[src/hw/icd_defines.vh]
// icd_defines.vh: constants for the instruction control class decoder.
// assumes two-digit decimal order codes held as two bcd digits.
`ifndef ICD_DEFINES_VH
`define ICD_DEFINES_VH

// repertory and encoder sizes
`define ICD_NUM_INSTR      76
`define ICD_NUM_GROUPS     49
`define ICD_NUM_PC_STAGES  90
`define ICD_NUM_CHAINS     86

// widths
`define ICD_CODE_W         8
`define ICD_GRP_W          6
`define ICD_STG_W          7
`define ICD_CHN_W          88
`define ICD_SEL_W          8
`define ICD_ADDR_W         15

// control classes, also the control group number
`define ICD_CL_NONE        6'h00
`define ICD_CL_ARITH       6'h01
`define ICD_CL_EXT_L       6'h02
`define ICD_CL_EXT_X       6'h03
`define ICD_CL_SHIFT_S     6'h04
`define ICD_CL_SHIFT_D     6'h05
`define ICD_CL_FETCH       6'h06
`define ICD_CL_STORE       6'h07
`define ICD_CL_CMP_AM      6'h08
`define ICD_CL_CMP_A       6'h09
`define ICD_CL_INDEX       6'h0A
`define ICD_CL_INDEX_NC    6'h0B
`define ICD_CL_DISP_R      6'h0C
`define ICD_CL_DISP_W      6'h0D

// pc stage base per control group, stages step by 7
`define ICD_STG_STEP       7'h07

// chain-start line numbers
`define ICD_CH_A_INPUT     7'h01
`define ICD_CH_RESULT      7'h02
`define ICD_CH_SEL_LOAD_A  7'h03
`define ICD_CH_SEL_LOAD_B  7'h04
`define ICD_CH_M_INPUT     7'h05
`define ICD_CH_LOW_DIGITS  7'h2A

// fixed display memory location 02650 (octal)
`define ICD_DISP_LOC       15'h05A8

// reset values
`define ICD_SEL_RST        8'h00
`define ICD_SHC_RST        8'h00

`endif

[src/hw/icd_decoder.v]
// icd_decoder.v: classifies the order in the second instruction register
// into control groups, pc stages, chain-start lines and operand selects,
// and sequences the fast-register chain uses of the order.
// assumes the order code, fields and timing phases are driven on clk.
`timescale 1ns/1ps
`include "icd_defines.vh"

module icd_decoder (
   clk,
   rst_n,
   decode_go,
   second_instr_reg,
   a_field,
   m_low_digits,
   m_is_fast_reg,
   au_double,
   au_multiply,
   au_done,
   transfer_taken,
   timing_phase_zero,
   timing_phase_five,
   instruction_code_line,
   ctl_group_q,
   au_group_q,
   pc_stage_line,
   chain_start_line,
   sel_a_q,
   sel_m_q,
   chain_a_in_q,
   chain_m_in_q,
   chain_result_q,
   mem_ref_q,
   mem_addr_fixed_q,
   mem_addr_q,
   counter_load_ok_q,
   busy_q,
   low_digit_transfer_fn,
   shift_control_reg,
   direct_selector_load_fn,
   selector_reg
);
   input  wire                     clk;
   input  wire                     rst_n;
   input  wire                     decode_go;
   input  wire [`ICD_CODE_W-1:0]   second_instr_reg;
   input  wire [`ICD_SEL_W-1:0]    a_field;
   input  wire [7:0]               m_low_digits;
   input  wire                     m_is_fast_reg;
   input  wire                     au_double;
   input  wire                     au_multiply;
   input  wire                     au_done;
   input  wire                     transfer_taken;
   input  wire                     timing_phase_zero;
   input  wire                     timing_phase_five;
   output reg                      instruction_code_line;
   output reg  [`ICD_GRP_W-1:0]    ctl_group_q;
   output reg  [`ICD_GRP_W-1:0]    au_group_q;
   output reg  [`ICD_STG_W-1:0]    pc_stage_line;
   output reg  [`ICD_CHN_W-1:0]    chain_start_line;
   output reg                      sel_a_q;
   output reg                      sel_m_q;
   output reg                      chain_a_in_q;
   output reg                      chain_m_in_q;
   output reg                      chain_result_q;
   output reg                      mem_ref_q;
   output reg                      mem_addr_fixed_q;
   output reg  [`ICD_ADDR_W-1:0]   mem_addr_q;
   output reg                      counter_load_ok_q;
   output reg                      busy_q;
   output wire                     low_digit_transfer_fn;
   output wire [7:0]               shift_control_reg;
   output wire                     direct_selector_load_fn;
   output wire [`ICD_SEL_W-1:0]    selector_reg;

   // sequencer states, one-hot
   localparam [3:0] ST_IDLE = 4'b0001;
   localparam [3:0] ST_AIN  = 4'b0010;
   localparam [3:0] ST_WAIT = 4'b0100;
   localparam [3:0] ST_RES  = 4'b1000;

   reg  [5:0]            cls_d;
   reg                   valid_d;
   reg                   use_a_d;
   reg                   use_m_d;
   reg                   use_ain_d;
   reg                   use_min_d;
   reg                   use_res_d;
   reg                   m_direct_d;
   reg                   low_dig_d;
   reg                   sel_ld_b_d;
   reg                   disp_d;
   reg                   cond_d;
   reg                   ctr_ok_d;
   reg  [2:0]            ain_n_d;
   reg  [1:0]            res_n_d;
   reg  [6:0]            num;

   reg  [3:0]            st_q;
   reg  [2:0]            ain_left_q;
   reg  [1:0]            res_left_q;
   reg                   cond_q;
   reg  [2:0]            stage_q;
   reg  [`ICD_STG_W-1:0] stg_base_q;
   reg                   m_first_q;
   reg                   m_dir_q;

   ////////////////////////////////////////////////////////////////////////
   // order number from the two bcd digits of the code
   always @* begin
      num = ({3'h0, second_instr_reg[7:4]} * 7'h0A) + {3'h0, second_instr_reg[3:0]};
      // a digit above nine is no order, so it lands past every class
      if (second_instr_reg[7:4] > 4'h9 || second_instr_reg[3:0] > 4'h9) begin
         num = 7'h7F;
      end
   end

   ////////////////////////////////////////////////////////////////////////
   // class decode; specific classes except display write 39 win over the wide arithmetic range,
   // so 40-48 and 50-59 fall to store, fetch and shift where listed
   always @* begin
      cls_d      = `ICD_CL_NONE;
      use_a_d    = 1'b0;
      use_m_d    = 1'b0;
      use_ain_d  = 1'b0;
      use_min_d  = 1'b0;
      use_res_d  = 1'b0;
      m_direct_d = 1'b0;
      low_dig_d  = 1'b0;
      sel_ld_b_d = 1'b0;
      disp_d     = 1'b0;
      cond_d     = 1'b0;
      ctr_ok_d   = 1'b0;
      if (num == 7'd43 || num == 7'd48) begin
         cls_d = `ICD_CL_FETCH;
      end else if ((num >= 7'd40 && num <= 7'd42) ||
                   (num >= 7'd45 && num <= 7'd47)) begin
         cls_d = `ICD_CL_STORE;
      end else if (num >= 7'd50 && num <= 7'd53) begin
         cls_d = `ICD_CL_SHIFT_S;
      end else if (num >= 7'd55 && num <= 7'd59) begin
         cls_d = `ICD_CL_SHIFT_D;
      end else if ((num >= 7'd1 && num <= 7'd6) || num == 7'd11 ||
                   num == 7'd12 || (num >= 7'd14 && num <= 7'd16) ||
                   (num >= 7'd20 && num <= 7'd27) ||
                   (num >= 7'd30 && num <= 7'd32) ||
                   (num >= 7'd34 && num <= 7'd57)) begin
         cls_d = `ICD_CL_ARITH;
      end else if (num >= 7'd60 && num <= 7'd64) begin
         cls_d = `ICD_CL_EXT_L;
      end else if (num == 7'd65 || num == 7'd66) begin
         cls_d = `ICD_CL_EXT_X;
      end else if (num == 7'd70 || num == 7'd71 ||
                   num == 7'd75 || num == 7'd76) begin
         cls_d = `ICD_CL_CMP_AM;
      end else if (num >= 7'd72 && num <= 7'd74) begin
         cls_d = `ICD_CL_CMP_A;
      end else if (num >= 7'd80 && num <= 7'd83) begin
         cls_d = `ICD_CL_INDEX;
      end else if (num == 7'd85 || num == 7'd86) begin
         cls_d = `ICD_CL_INDEX_NC;
      end else if (num == 7'd9 || num == 7'd19) begin
         cls_d = `ICD_CL_DISP_R;
      end else if (num == 7'd29 || num == 7'd39) begin
         cls_d = `ICD_CL_DISP_W;
      end
      // per-class operand and chain use
      case (cls_d)
         `ICD_CL_ARITH, `ICD_CL_EXT_L: begin
            use_a_d   = 1'b1;
            use_m_d   = 1'b1;
            use_ain_d = 1'b1;
            use_res_d = 1'b1;
            use_min_d = m_is_fast_reg;
         end
         `ICD_CL_EXT_X: begin
            use_a_d   = 1'b1;
            use_m_d   = 1'b1;
            use_ain_d = 1'b1;
            use_res_d = 1'b1;
            use_min_d = 1'b1;
         end
         `ICD_CL_SHIFT_S: begin
            use_a_d    = 1'b1;
            use_min_d  = 1'b1;
            use_res_d  = 1'b1;
            m_direct_d = 1'b1;
            low_dig_d  = 1'b1;
         end
         `ICD_CL_SHIFT_D: begin
            use_a_d    = 1'b1;
            use_min_d  = 1'b1;
            use_ain_d  = 1'b1;
            use_res_d  = 1'b1;
            m_direct_d = 1'b1;
            low_dig_d  = 1'b1;
         end
         `ICD_CL_FETCH: begin
            use_m_d   = 1'b1;
            use_res_d = 1'b1;
            use_min_d = m_is_fast_reg;
         end
         `ICD_CL_STORE: begin
            use_a_d    = 1'b1;
            use_min_d  = 1'b1;
            use_res_d  = m_is_fast_reg;
            m_direct_d = 1'b1;
         end
         `ICD_CL_CMP_AM: begin
            use_a_d    = 1'b1;
            use_m_d    = 1'b1;
            use_min_d  = 1'b1;
            m_direct_d = 1'b1;
            sel_ld_b_d = 1'b1;
            cond_d     = 1'b1;
         end
         `ICD_CL_CMP_A: begin
            use_a_d    = 1'b1;
            use_min_d  = 1'b1;
            m_direct_d = 1'b1;
            sel_ld_b_d = 1'b1;
            cond_d     = 1'b1;
         end
         `ICD_CL_INDEX, `ICD_CL_INDEX_NC: begin
            use_m_d   = 1'b1;
            use_ain_d = 1'b1;
            cond_d    = 1'b1;
            ctr_ok_d  = (cls_d == `ICD_CL_INDEX);
         end
         `ICD_CL_DISP_R: begin
            use_m_d = 1'b1;
            disp_d  = 1'b1;
         end
         `ICD_CL_DISP_W: begin
            use_a_d    = 1'b1;
            use_m_d    = 1'b1;
            use_min_d  = 1'b1;
            m_direct_d = 1'b1;
            disp_d     = 1'b1;
         end
         default: begin
            use_a_d = 1'b0;
         end
      endcase
      valid_d = (cls_d != `ICD_CL_NONE);
   end

   ////////////////////////////////////////////////////////////////////////
   // chain use counts: double arithmetic orders double the A-input and result uses, double multiply
   // takes four A-input uses
   always @* begin
      ain_n_d = 3'd0;
      res_n_d = 2'd0;
      if (use_ain_d) begin
         ain_n_d = 3'd1;
         if (cls_d == `ICD_CL_ARITH && au_double) begin
            ain_n_d = au_multiply ? 3'd4 : 3'd2;
         end
      end
      if (use_res_d) begin
         res_n_d = 2'd1;
         if (cls_d == `ICD_CL_ARITH && au_double) begin
            res_n_d = 2'd2;
         end
      end
   end

   ////////////////////////////////////////////////////////////////////////
   // group encoders: control and arithmetic, latched per order
   always @(posedge clk or negedge rst_n) begin
      if (!rst_n) begin
         instruction_code_line <= 1'b0;
         ctl_group_q           <= `ICD_CL_NONE;
         au_group_q            <= `ICD_CL_NONE;
         sel_a_q               <= 1'b0;
         sel_m_q               <= 1'b0;
         mem_addr_fixed_q      <= 1'b0;
         mem_addr_q            <= {`ICD_ADDR_W{1'b0}};
         counter_load_ok_q     <= 1'b0;
         cond_q                <= 1'b0;
         m_dir_q               <= 1'b0;
         stg_base_q            <= {`ICD_STG_W{1'b0}};
      end else if (decode_go && (st_q == ST_IDLE)) begin
         instruction_code_line <= valid_d;
         ctl_group_q           <= cls_d;
         au_group_q            <= valid_d ?
                                  {au_double, au_multiply, 4'h0} | cls_d :
                                  `ICD_CL_NONE;
         sel_a_q               <= use_a_d;
         sel_m_q               <= use_m_d;
         mem_addr_fixed_q      <= disp_d;
         mem_addr_q            <= disp_d ? `ICD_DISP_LOC :
                                  {`ICD_ADDR_W{1'b0}};
         counter_load_ok_q     <= ctr_ok_d;
         cond_q                <= cond_d;
         m_dir_q               <= m_direct_d;
         stg_base_q            <= {1'b0, cls_d} * `ICD_STG_STEP;
      end
   end

   ////////////////////////////////////////////////////////////////////////
   // stage sequencer, one step per phase-zero: A-input uses, idle while
   // the arithmetic unit works, then result uses
   always @(posedge clk or negedge rst_n) begin
      if (!rst_n) begin
         st_q           <= ST_IDLE;
         ain_left_q     <= 3'd0;
         res_left_q     <= 2'd0;
         stage_q        <= 3'd0;
         busy_q         <= 1'b0;
         chain_a_in_q   <= 1'b0;
         chain_m_in_q   <= 1'b0;
         chain_result_q <= 1'b0;
         mem_ref_q      <= 1'b0;
         m_first_q      <= 1'b0;
      end else begin
         chain_a_in_q   <= 1'b0;
         chain_result_q <= 1'b0;
         mem_ref_q      <= 1'b0;
         chain_m_in_q   <= 1'b0;
         case (st_q)
            ST_IDLE: begin
               stage_q <= 3'd0;
               if (decode_go && valid_d) begin
                  ain_left_q <= ain_n_d;
                  res_left_q <= res_n_d;
                  m_first_q  <= use_min_d;
                  busy_q     <= 1'b1;
                  st_q       <= ST_AIN;
               end
            end
            ST_AIN: begin
               // first step waits until the stage lines stand, so the gates see them
               if (timing_phase_zero && (pc_stage_line != {`ICD_STG_W{1'b0}})) begin
                  stage_q <= stage_q + 3'd1;
                  if (m_first_q) begin
                     chain_m_in_q <= 1'b1;
                     m_first_q    <= 1'b0;
                  end else if (ain_left_q != 3'd0) begin
                     chain_a_in_q <= 1'b1;
                     mem_ref_q    <= sel_m_q & ~ain_left_q[0]
                                     | (ain_left_q <= 3'd2) & sel_m_q;
                     ain_left_q   <= ain_left_q - 3'd1;
                  end else if (res_left_q != 2'd0) begin
                     st_q <= ST_WAIT;
                  end else begin
                     busy_q <= 1'b0;
                     st_q   <= ST_IDLE;
                  end
                  if (cond_q && transfer_taken) begin
                     busy_q <= 1'b0;
                     st_q   <= ST_IDLE;
                  end
               end
            end
            ST_WAIT: begin
               if (au_done) begin
                  st_q <= ST_RES;
               end
            end
            ST_RES: begin
               if (timing_phase_zero) begin
                  stage_q <= stage_q + 3'd1;
                  if (res_left_q != 2'd0) begin
                     chain_result_q <= 1'b1;
                     res_left_q     <= res_left_q - 2'd1;
                  end else begin
                     busy_q <= 1'b0;
                     st_q   <= ST_IDLE;
                  end
               end
            end
            default: begin
               st_q   <= ST_IDLE;
               busy_q <= 1'b0;
            end
         endcase
      end
   end

   ////////////////////////////////////////////////////////////////////////
   // pc-stage line and the chain-start lines it raises
   always @(posedge clk or negedge rst_n) begin
      if (!rst_n) begin
         pc_stage_line    <= {`ICD_STG_W{1'b0}};
         chain_start_line <= {`ICD_CHN_W{1'b0}};
      end else begin
         pc_stage_line    <= busy_q ? (stg_base_q + {4'h0, stage_q})
                                    : {`ICD_STG_W{1'b0}};
         chain_start_line <= {`ICD_CHN_W{1'b0}};
         if (busy_q) begin
            // several lines per stage; lines 03/04/42 feed the phase gates
            chain_start_line[`ICD_CH_A_INPUT]    <= (st_q == ST_AIN) &
                                                    (ain_left_q != 3'd0);
            chain_start_line[`ICD_CH_RESULT]     <= (st_q == ST_RES);
            chain_start_line[`ICD_CH_M_INPUT]    <= m_first_q;
            chain_start_line[`ICD_CH_SEL_LOAD_A] <= m_first_q & m_dir_q & ~cond_q;
            chain_start_line[`ICD_CH_SEL_LOAD_B] <= m_first_q & m_dir_q & cond_q;
            chain_start_line[`ICD_CH_LOW_DIGITS] <= (st_q == ST_AIN) &
                                                    (ctl_group_q ==
                                                     `ICD_CL_SHIFT_S |
                                                     ctl_group_q ==
                                                     `ICD_CL_SHIFT_D);
         end
      end
   end

   ////////////////////////////////////////////////////////////////////////
   // phase-gated function signals; the selector bypasses the index adder
   icd_phase_gate #(.W(8)) u_low_digits (
      .clk      (clk),
      .rst_n    (rst_n),
      .line_in  (chain_start_line[`ICD_CH_LOW_DIGITS]),
      .phase_in (timing_phase_five),
      .data_in  (m_low_digits),
      .fn_q     (low_digit_transfer_fn),
      .data_q   (shift_control_reg)
   );

   icd_phase_gate #(.W(`ICD_SEL_W)) u_sel_load (
      .clk      (clk),
      .rst_n    (rst_n),
      .line_in  (chain_start_line[`ICD_CH_SEL_LOAD_A] |
                 chain_start_line[`ICD_CH_SEL_LOAD_B]),
      .phase_in (timing_phase_zero),
      .data_in  (a_field),
      .fn_q     (direct_selector_load_fn),
      .data_q   (selector_reg)
   );

endmodule // icd_decoder

[src/hw/icd_phase_gate.v]
// icd_phase_gate.v: gates one chain-start line with one timing phase and
// loads a data register on the resulting function signal.
// assumes line, phase and data all come from logic on clk.
`timescale 1ns/1ps

module icd_phase_gate #(
   parameter W = 8
) (
   clk,
   rst_n,
   line_in,
   phase_in,
   data_in,
   fn_q,
   data_q
);
   input  wire         clk;
   input  wire         rst_n;
   input  wire         line_in;
   input  wire         phase_in;
   input  wire [W-1:0] data_in;
   output reg          fn_q;
   output reg  [W-1:0] data_q;

   ////////////////////////////////////////////////////////////////////////
   // one-cycle function pulse, data captured in the same edge
   always @(posedge clk or negedge rst_n) begin
      if (!rst_n) begin
         fn_q   <= 1'b0;
         data_q <= {W{1'b0}};
      end else begin
         fn_q <= line_in & phase_in;
         if (line_in & phase_in) begin
            data_q <= data_in;
         end
      end
   end

endmodule // icd_phase_gate
[config.mk]
export PLATFORM = sky130hd
export DESIGN_NAME = icd_decoder
export DESIGN_NICKNAME = d
export VERILOG_FILES = /design/src/hw/icd_decoder.v /design/src/hw/icd_phase_gate.v
export VERILOG_INCLUDE_DIRS = /design/src /design/src/hw
export SDC_FILE = /design/constraint.sdc
export NUM_CORES = 1
export LEC_CHECK = 0
export ABC_AREA = 1
export BUFFER_PORTS_ARGS = -buffer_cell sky130_fd_sc_hd__buf_4
export CORE_MARGIN = 4
export CORE_UTILIZATION = 45
export CTS_BUF_LIST = sky130_fd_sc_hd__clkbuf_8
export CTS_CLUSTER_DIAMETER = 60
export DETAILED_ROUTE_END_ITERATION = 7
export GPL_ROUTABILITY_DRIVEN = 0
export PLACE_DENSITY = 0.71
export SETUP_SLACK_MARGIN = 0.1
export SLEW_MARGIN = 40
export SYNTH_ARGS = -nofsm -noshare
export SYNTH_HDL_FRONTEND = slang
export SYNTH_HIERARCHICAL = 1
export SYNTH_SLANG_ARGS = --single-unit
[constraint.sdc]
create_clock -name clk -period 2 [get_ports clk]
set_clock_uncertainty 0.2 [all_clocks]
set_input_delay 0.2 -clock clk [delete_from_list [all_inputs] [get_ports clk]]
set_output_delay 0.2 -clock clk [all_outputs]
set_load 0.05 [all_outputs]
==> results of run 1 <==
[routing by layer]
layer | routed length, um | global-route usage [%]
met5 | 0 | 0
met2 | 8430 | 39.9
met1 | 6100 | 25.2
met4 | 399 | 7.11
met3 | 1030 | 3.34
[Yosys cell counts, drive strengths merged]
| master | n | area, um^2 |
|---|---|---|
| buf | 108 | 821 |
| nand3 | 54 | 300 |
| nor2 | 70 | 309 |
| dfstp | 1 | 26.3 |
| fa | 7 | 140 |
| mux2i | 1 | 10.0 |
| a21oi | 18 | 109 |
| nor3b | 1 | 7.51 |
| clkbuf | 5 | 18.8 |
| ha | 27 | 338 |
| conb | 1 | 3.75 |
| nand3b | 2 | 15.0 |
| nand2 | 164 | 671 |
| and3 | 2 | 12.5 |
| nand4 | 11 | 68.8 |
| o31ai | 2 | 15.0 |
| dfrtp | 70 | 1750 |
| a211oi | 1 | 7.51 |
| inv | 75 | 284 |
| a31oi | 4 | 25.0 |
| o22ai | 1 | 6.26 |
| xor2 | 3 | 33.8 |
| nor3 | 13 | 65.1 |
| or2 | 3 | 18.8 |
| o21ai | 46 | 238 |
| o211ai | 1 | 7.51 |
| xnor2 | 1 | 8.76 |
| clkinv | 1 | 3.75 |
| o2111ai | 1 | 8.76 |
| a22oi | 2 | 15.0 |
| o21bai | 1 | 7.51 |
[flip-flops by register name, indices dropped and copies added (netlist names), 2 cells and up]
register and count:
ain_left_q 3, au_group_q 6, chain_start_line 6, ctl_group_q 2, pc_stage_line 7, res_left_q 2, st_q 4, stage_q 3
stg_base_q 7, u_low_digits/data_q 8, u_sel_load/data_q 8
[logic make-up after synthesis]
group	synth area share [%]
adders and majority gates	8.94
AOI/OAI and AO/OA	8.21
other	0.0701
xor gates and xnor gates	0.796
and+or+nand+nor	27.5
muxes	0.187
buffers and inverters	21.1
DFF	33.3
[worst max-delay path: cells and delay by family]
family | cells | cell delay, ns
buffers and inverters | 6 | 0.70
XOR/XNOR | 1 | 0.27
AO/OA/AOI/OAI | 3 | 0.64
adder cells (fa/ha/maj) | 4 | 0.98
AND/OR/NAND/NOR | 11 | 1.18
[power groups by stage]
stage	combinational, W	clock (W)	sequential, W
after global placement	0.00433	0	0.00216
final	0.00533	0.000949	0.00220
after CTS	0.00491	0.000958	0.00216
after floorplan	0.00218	0	0.00310
after detailed placement	0.00439	0	0.00218
after global routing	0.00570	0.00102	0.00224
[what timing repair did]
item / in CTS / in global routing
endpoints found under the setup margin: 39 / 42
hold buffers: 39 / 0
pin swaps: 32 / 44
gates cloned: 1 / 1
setup buffers: 23 / 17
hold endpoints to repair: 80 / 0
resized for setup: 86 / 77
[placed cells by master (no fill, tap or decap), drive strengths merged, types with 2 or more instances in the layout]
cell,netlist,layout
a21oi,18,18
a22oi,2,2
a31oi,4,4
and3,2,2
buf,108,205
clkbuf,5,9
clkinv,1,6
conb,1,94
dfrtp,70,70
dlygate4sd3,0,39
fa,7,7
ha,27,27
inv,75,77
nand2,164,164
nand3,54,55
nand3b,2,2
nand4,11,11
nor2,70,70
nor3,13,13
o21ai,46,46
o31ai,2,2
or2,3,3
xor2,3,3
[final timing paths]
path,startpoint,to
max,second_instr_reg[5],st_q[2]
min,m_is_fast_reg,m_first_q
max reg2reg,pc_stage_line[3],st_q[2]
min reg2reg,u_low_digits/data_q[0],u_low_digits/data_q[0]
max in group asynchronous,rst_n,st_q[0]
min in group asynchronous,rst_n,u_sel_load/data_q[7]
[area by class of cell]
class	count	area, um^2	share of cell area, %
Clock inverter	7	33.8	0.433
Timing Repair inverter	1	5.00	0.0641
Clock buffer	9	124	1.59
Multi-Input combinational cell	531	3350	42.9
Inverter	76	295	3.78
Tap cell	143	179	2.29
Timing Repair Buffer	244	2040	26.1
Sequential cell	71	1780	22.8
[per-stage QoR]
| step | cell area (um^2) | setup TNS [ns] | util (%) |
|---|---|---|---|
| global placement | 6490 | -59.64 | 56.3 |
| finish | 7810 | -47.42 | 67.8 |
| global route | 7810 | -53.44 | 67.8 |
| CTS | 7480 | -45.38 | 65.0 |
| detailed placement | 6490 | -61.02 | 56.3 |
| floorplan | 5800 | -42.86 | - |
==> run metrics, run 1 <==
post-detail-place hpwl=about 10 mm; Antenna Nets Post-Route=0; status=finished, violations left; switch share=50.8%; final setup vio count=33; Congestion Overflow GR=0; total chip power=0.00848 W; Fill cells=876; worst-margin pin slew=a little over 0.5 ns; WS Path Type=input port to flop; R2R setup slack=approximately 0.040 ns; fin crit share=194%; H-tree lvl count=3; RSZ-0062 raised after global routing=yes; Die Area=about 0.014 mm^2; DRC violations left=0; antenna violations before repair=0; hold path cells=5; pwr/cell area=1090 mW/mm^2; TritonCTS clock tree=done; sequential share of the synthesized area=33.3%; Yosys cell types=47; IO Count=between 150 and 200; Starting Density=a little under half; Tightest Hold Check Type=input port to flop; maximum clock path buffer count=2; Cell Count, Final, Fillers Out=1,082; DR pass1 iterations=5; First DRT Iteration DRCs=320; worst-skew pair later-pin latency=between 0.3 and 0.4 ns; pre-CTS setup slack=-2.31 ns; fmax=about 260 MHz; DR WL/cell=roughly 15 um; largest net degree at the start of global routing=40; failing checks=setup timing; antenna cells=0; routed wire length=16.0 mm; synthesized flop and latch total=slightly above 70; Synth Area per Inst=7.67 um^2; Fin. Hold Viols=0; cells after synthesis=~700; minimum clock period after layout=3.88 ns; Required @ worst endpoint=roughly 2.1 ns; worst path arrival time=3.96 ns; Clock Pin Slew Worst Setup and Hold Paths=around 0.08 ns; die height=about 120 um; Die X=between 100 and 150 um; clock share of power=11.2%; CTS buffer count=9; clk root buf=clkbuf_8; Area Growth Syn to Fin=46.1%; port bufs=~90; r2r worst-path depth=11; Worst Setup Start Kind=input port; Core Footprint=around 0.012 mm^2; Final Net Count=1,002; slowest CP cell=fa_1; Pins Over Slew Limit=0; Ys Warns=6; Combinational Power Share=approximately 63%; Static Leak=between 4 and 5 nW; vias in the first global route=5,060; slowest cell delay on critical path=about 0.44 ns; Max transition margin=66.1%; global-route wire length before repair=around 24 mm; Synth Cell Area=between 0.005 and 0.006 mm^2; Flop pwr share=between 20% and 30%; CP Capture Type=flop; GRT Overall Usage=between 20 and 25%; fin worst setup slack=-1.88 ns; vias per cell=a little under 5; Int Pwr=about 0.0042 W; Critical Path Fanout Max=6; Net Switching=~0.0043 W; row cnt=39; via count=5,271; placed instance count=between 900 and 1k; hold slack=0.133 ns; Max Cap Viol=0; ratio of cells with drive above 1 in the final layout=a little under two fifths; clk sink count=a little over 70; VDD IR max=~0.45 mV
Note: power is estimated with default switching activity, not from simulation.
==> inputs of run 2 (changes only) <==
--- a/config.mk
+++ b/config.mk
@@ -8,13 +8,15 @@
 export LEC_CHECK = 0
 export ABC_AREA = 1
 export BUFFER_PORTS_ARGS = -buffer_cell sky130_fd_sc_hd__buf_4
-export CORE_MARGIN = 4
-export CORE_UTILIZATION = 45
+export CELL_PAD_IN_SITES_DETAIL_PLACEMENT = 0
+export CELL_PAD_IN_SITES_GLOBAL_PLACEMENT = 2
+export CORE_MARGIN = 2
+export CORE_UTILIZATION = 29
 export CTS_BUF_LIST = sky130_fd_sc_hd__clkbuf_8
 export CTS_CLUSTER_DIAMETER = 60
 export DETAILED_ROUTE_END_ITERATION = 7
 export GPL_ROUTABILITY_DRIVEN = 0
-export PLACE_DENSITY = 0.71
+export PLACE_DENSITY = 0.82
 export SETUP_SLACK_MARGIN = 0.1
 export SLEW_MARGIN = 40
 export SYNTH_ARGS = -nofsm -noshare
==> run 2 against run 1 <==
  * The flow still finishes with violations (setup timing)
  * Critical path depth decreased by 2
  * Cell count up 10%
  * Sequential cell count unchanged
  * Sequential power hardly changed
  * Worst setup slack better by 0.082 ns
  * Clock power rose by 11%
  * Utilization is 22 points lower
  * Hold slack worse by 0.10 ns
  * Power up 2.6%
  * Register-to-register slack improved by 0.03 ns
  * Sequential share of layout area shrank 1.3 points
  * Via count is 3.8% lower
  * Largest cell class unchanged
==> run metrics, run 2 (synthesized netlist as in run 1, its figures left out) <==
Worst Setup Start Kind=input port; pre-CTS setup slack=-2.34 ns (-0.0317 ns); final setup vio count=33 (unchanged); ratio of cells with drive above 1 in the final layout=42.0% (+4.3 points); Die Area=0.0195 mm^2 (+43%); Setup TNS Final=-47.56 ns (-0.139 ns); Antenna Nets Post-Route=0 (unchanged); most frequent cells in the layout=buf_4, nand2_1, conb_1, dfrtp_1, inv_1; via count=5,073 (-3.8%); worst-skew pair later-pin latency=0.35 ns (about the same); vias per cell=4.25 (-13%); IO Count=184 (unchanged); pwr/cell area=1050 mW/mm^2 (-3.5%); Critical Path Fanout Max=4 (-2); First DRT Iteration DRCs=190 (-41%); failing checks=setup timing; Combinational Power Share=62.8% (about the same); DR WL/cell=12.5 um (-15%); Fin. Hold Viols=0 (unchanged); DR pass1 iterations=4 (-1); Worst setup startpoint=second_instr_reg[5]; GRT Overall Usage=14.7% (-6.8 points); DRC violations left=0 (unchanged); VDD IR max=1.07 mV (+140%); WS Path Type=input port to flop; Cell Count, Final, Fillers Out=1,195 (+10%); CTS buffer count=9 (unchanged); min-delay src=timing_phase_zero; Tightest Hold Check Type=input port to flop; routed wire length=14.9 mm (-6.6%); worst path arrival time=3.86 ns (-0.10 ns); status=finished, violations left; R2R setup slack=0.07 ns (+0.03 ns); clock share of power=12.1% (+0.9 points); Static Leak=4.26 nW (+4.1%); fin worst setup slack=-1.80 ns (+0.0822 ns); largest net degree at the start of global routing=30 (-25%); fin crit share=190% (-4.1 points); placed instance count=1,106 (+11%); row cnt=49 (+26%); commonest non-fill, non-tap cell in the layout=buf_4; clk root buf=clkbuf_8; Area Growth Syn to Fin=55.2%; clk sink count=71 (unchanged); minimum clock period after layout=3.80 ns (-0.0822 ns); vias in the first global route=4,859 (-4.0%); fmax=263 MHz (+2.2%); switch share=49.4% (-1.4 points); Flop pwr share=25.2% (-0.7 points); antenna cells=0 (unchanged); maximum clock path buffer count=2 (unchanged); FF-to-FF Start=pc_stage_line[0]; post-detail-place hpwl=10.6 mm (+5.5%); Max Cap Viol=0 (unchanged); CP Capture Type=flop; TritonCTS clock tree=done; antenna violations before repair=0 (unchanged); die height=140 um (+19%); Net Switching=0.00429 W (-0.33%); H-tree lvl count=3 (unchanged); Clock Pin Slew Worst Setup and Hold Paths=0.07 ns (about the same); Core Footprint=0.0180 mm^2 (+57%); Pins Over Slew Limit=0 (unchanged); Starting Density=29.7% (-17 points); final core utilization=46.0% (-22 points); Congestion Overflow GR=0 (unchanged); port bufs=89 (unchanged); Die X=140 um (+19%); Final Net Count=1,029 (+2.7%); Largest regs=u_low_digits/data_q x8, u_sel_load/data_q x8; Required @ worst endpoint=2.06 ns (-0.03 ns); global-route wire length before repair=23.4 mm (-0.32%); Int Pwr=0.00440 W (+5.6%); RSZ-0062 raised after global routing=yes
-- run 2: cell count changes in the layout (fill, tap and decap cells not counted), moves of 4 or more --
cell	before	now
nand2_1	138	129
nand3_1	39	35
inv_4	2	6
inv_1	62	58
nand2_2	18	24
buf_4	179	204
o21ai_1	25	29
-- run 2: final timing paths --
path / to / depth (start not counted)
worst min-delay path: chain_result_q / 3
max in group asynchronous: st_q[0] / 3
worst max-delay path: stg_base_q[6] / 23
worst max register to register: st_q[2] / 12
min in group asynchronous: pc_stage_line[5] / 2
worst min register to register: u_sel_load/data_q[3] / 2
-- run 2: metal layers --
| layer | track usage [%] | vias to the layer above | wire length [um] |
|---|---|---|---|
| li1 | - | 2573 | - |
| met1 | 18.7 | 2346 | 6570 |
| met2 | 25.3 | 135 | 7440 |
| met3 | 2.03 | 19 | 641 |
| met4 | 5.37 | 0 | 261 |
| met5 | 0 | - | 0 |
-- run 2: cell type report --
type / count / area, um^2
timing repair inverter: 1 / 7.51
inverter: 76 / 305
timing repair buffer: 271 / 2250
clock inverter: 5 / 27.5
multi-input combinational: 531 / 3490
clock buffer: 11 / 151
fill: 1775 / 9730
sequential: 71 / 1780
tap: 229 / 287
-- run 2: what timing repair did --
action                     CTS  global route
hold buffers                38             0
cloned                       2             0
setup endpoints to repair   40            41
hold endpoints to repair    91             0
pin swaps                   67            20
resized for setup          151            50
setup buffers               36             5
-- run 2: critical path: stages --
cell	delay, ns
buf_8	0.10
ha_4	0.23
ha_4	0.15
fa_2	0.55
buf_6	0.12
nand3_4	0.10
nand2_4	0.10
nor2_4	0.05
buf_6	0.12
buf_4	0.12
nand4_1	0.09
a21oi_2	0.06
nor2_1	0.14
nand2_1	0.12
nor2_4	0.11
inv_2	0.06
fa_1	0.57
ha_4	0.14
inv_2	0.03
fa_2	0.34
nor2_2	0.12
o21ai_1	0.07
a22oi_1	0.14
-- run 2: power by group through the flow --
stage | logic, W | registers, W | clock network, W
final | 0.00546 | 0.00219 | 0.00105
after global placement | 0.00453 | 0.00219 | 0
after floorplan | 0.00218 | 0.00310 | 0
after global routing | 0.00586 | 0.00225 | 0.00113
after CTS | 0.00522 | 0.00218 | 0.00107
after detailed placement | 0.00452 | 0.00220 | 0
-- run 2: through the flow --
step / hold slack (ns) / total power [W] / area (um^2)
2_1_floorplan: -0.296 / 0.00528 / 5800
4_1_cts: 0.00225 / 0.00847 / 8070
3_3_place_gp: -0.0416 / 0.00672 / 6750
3_5_place_dp: -0.0366 / 0.00672 / 6750
5_1_grt: 0.0545 / 0.00924 / 8300
6_report: 0.0318 / 0.00869 / 8300
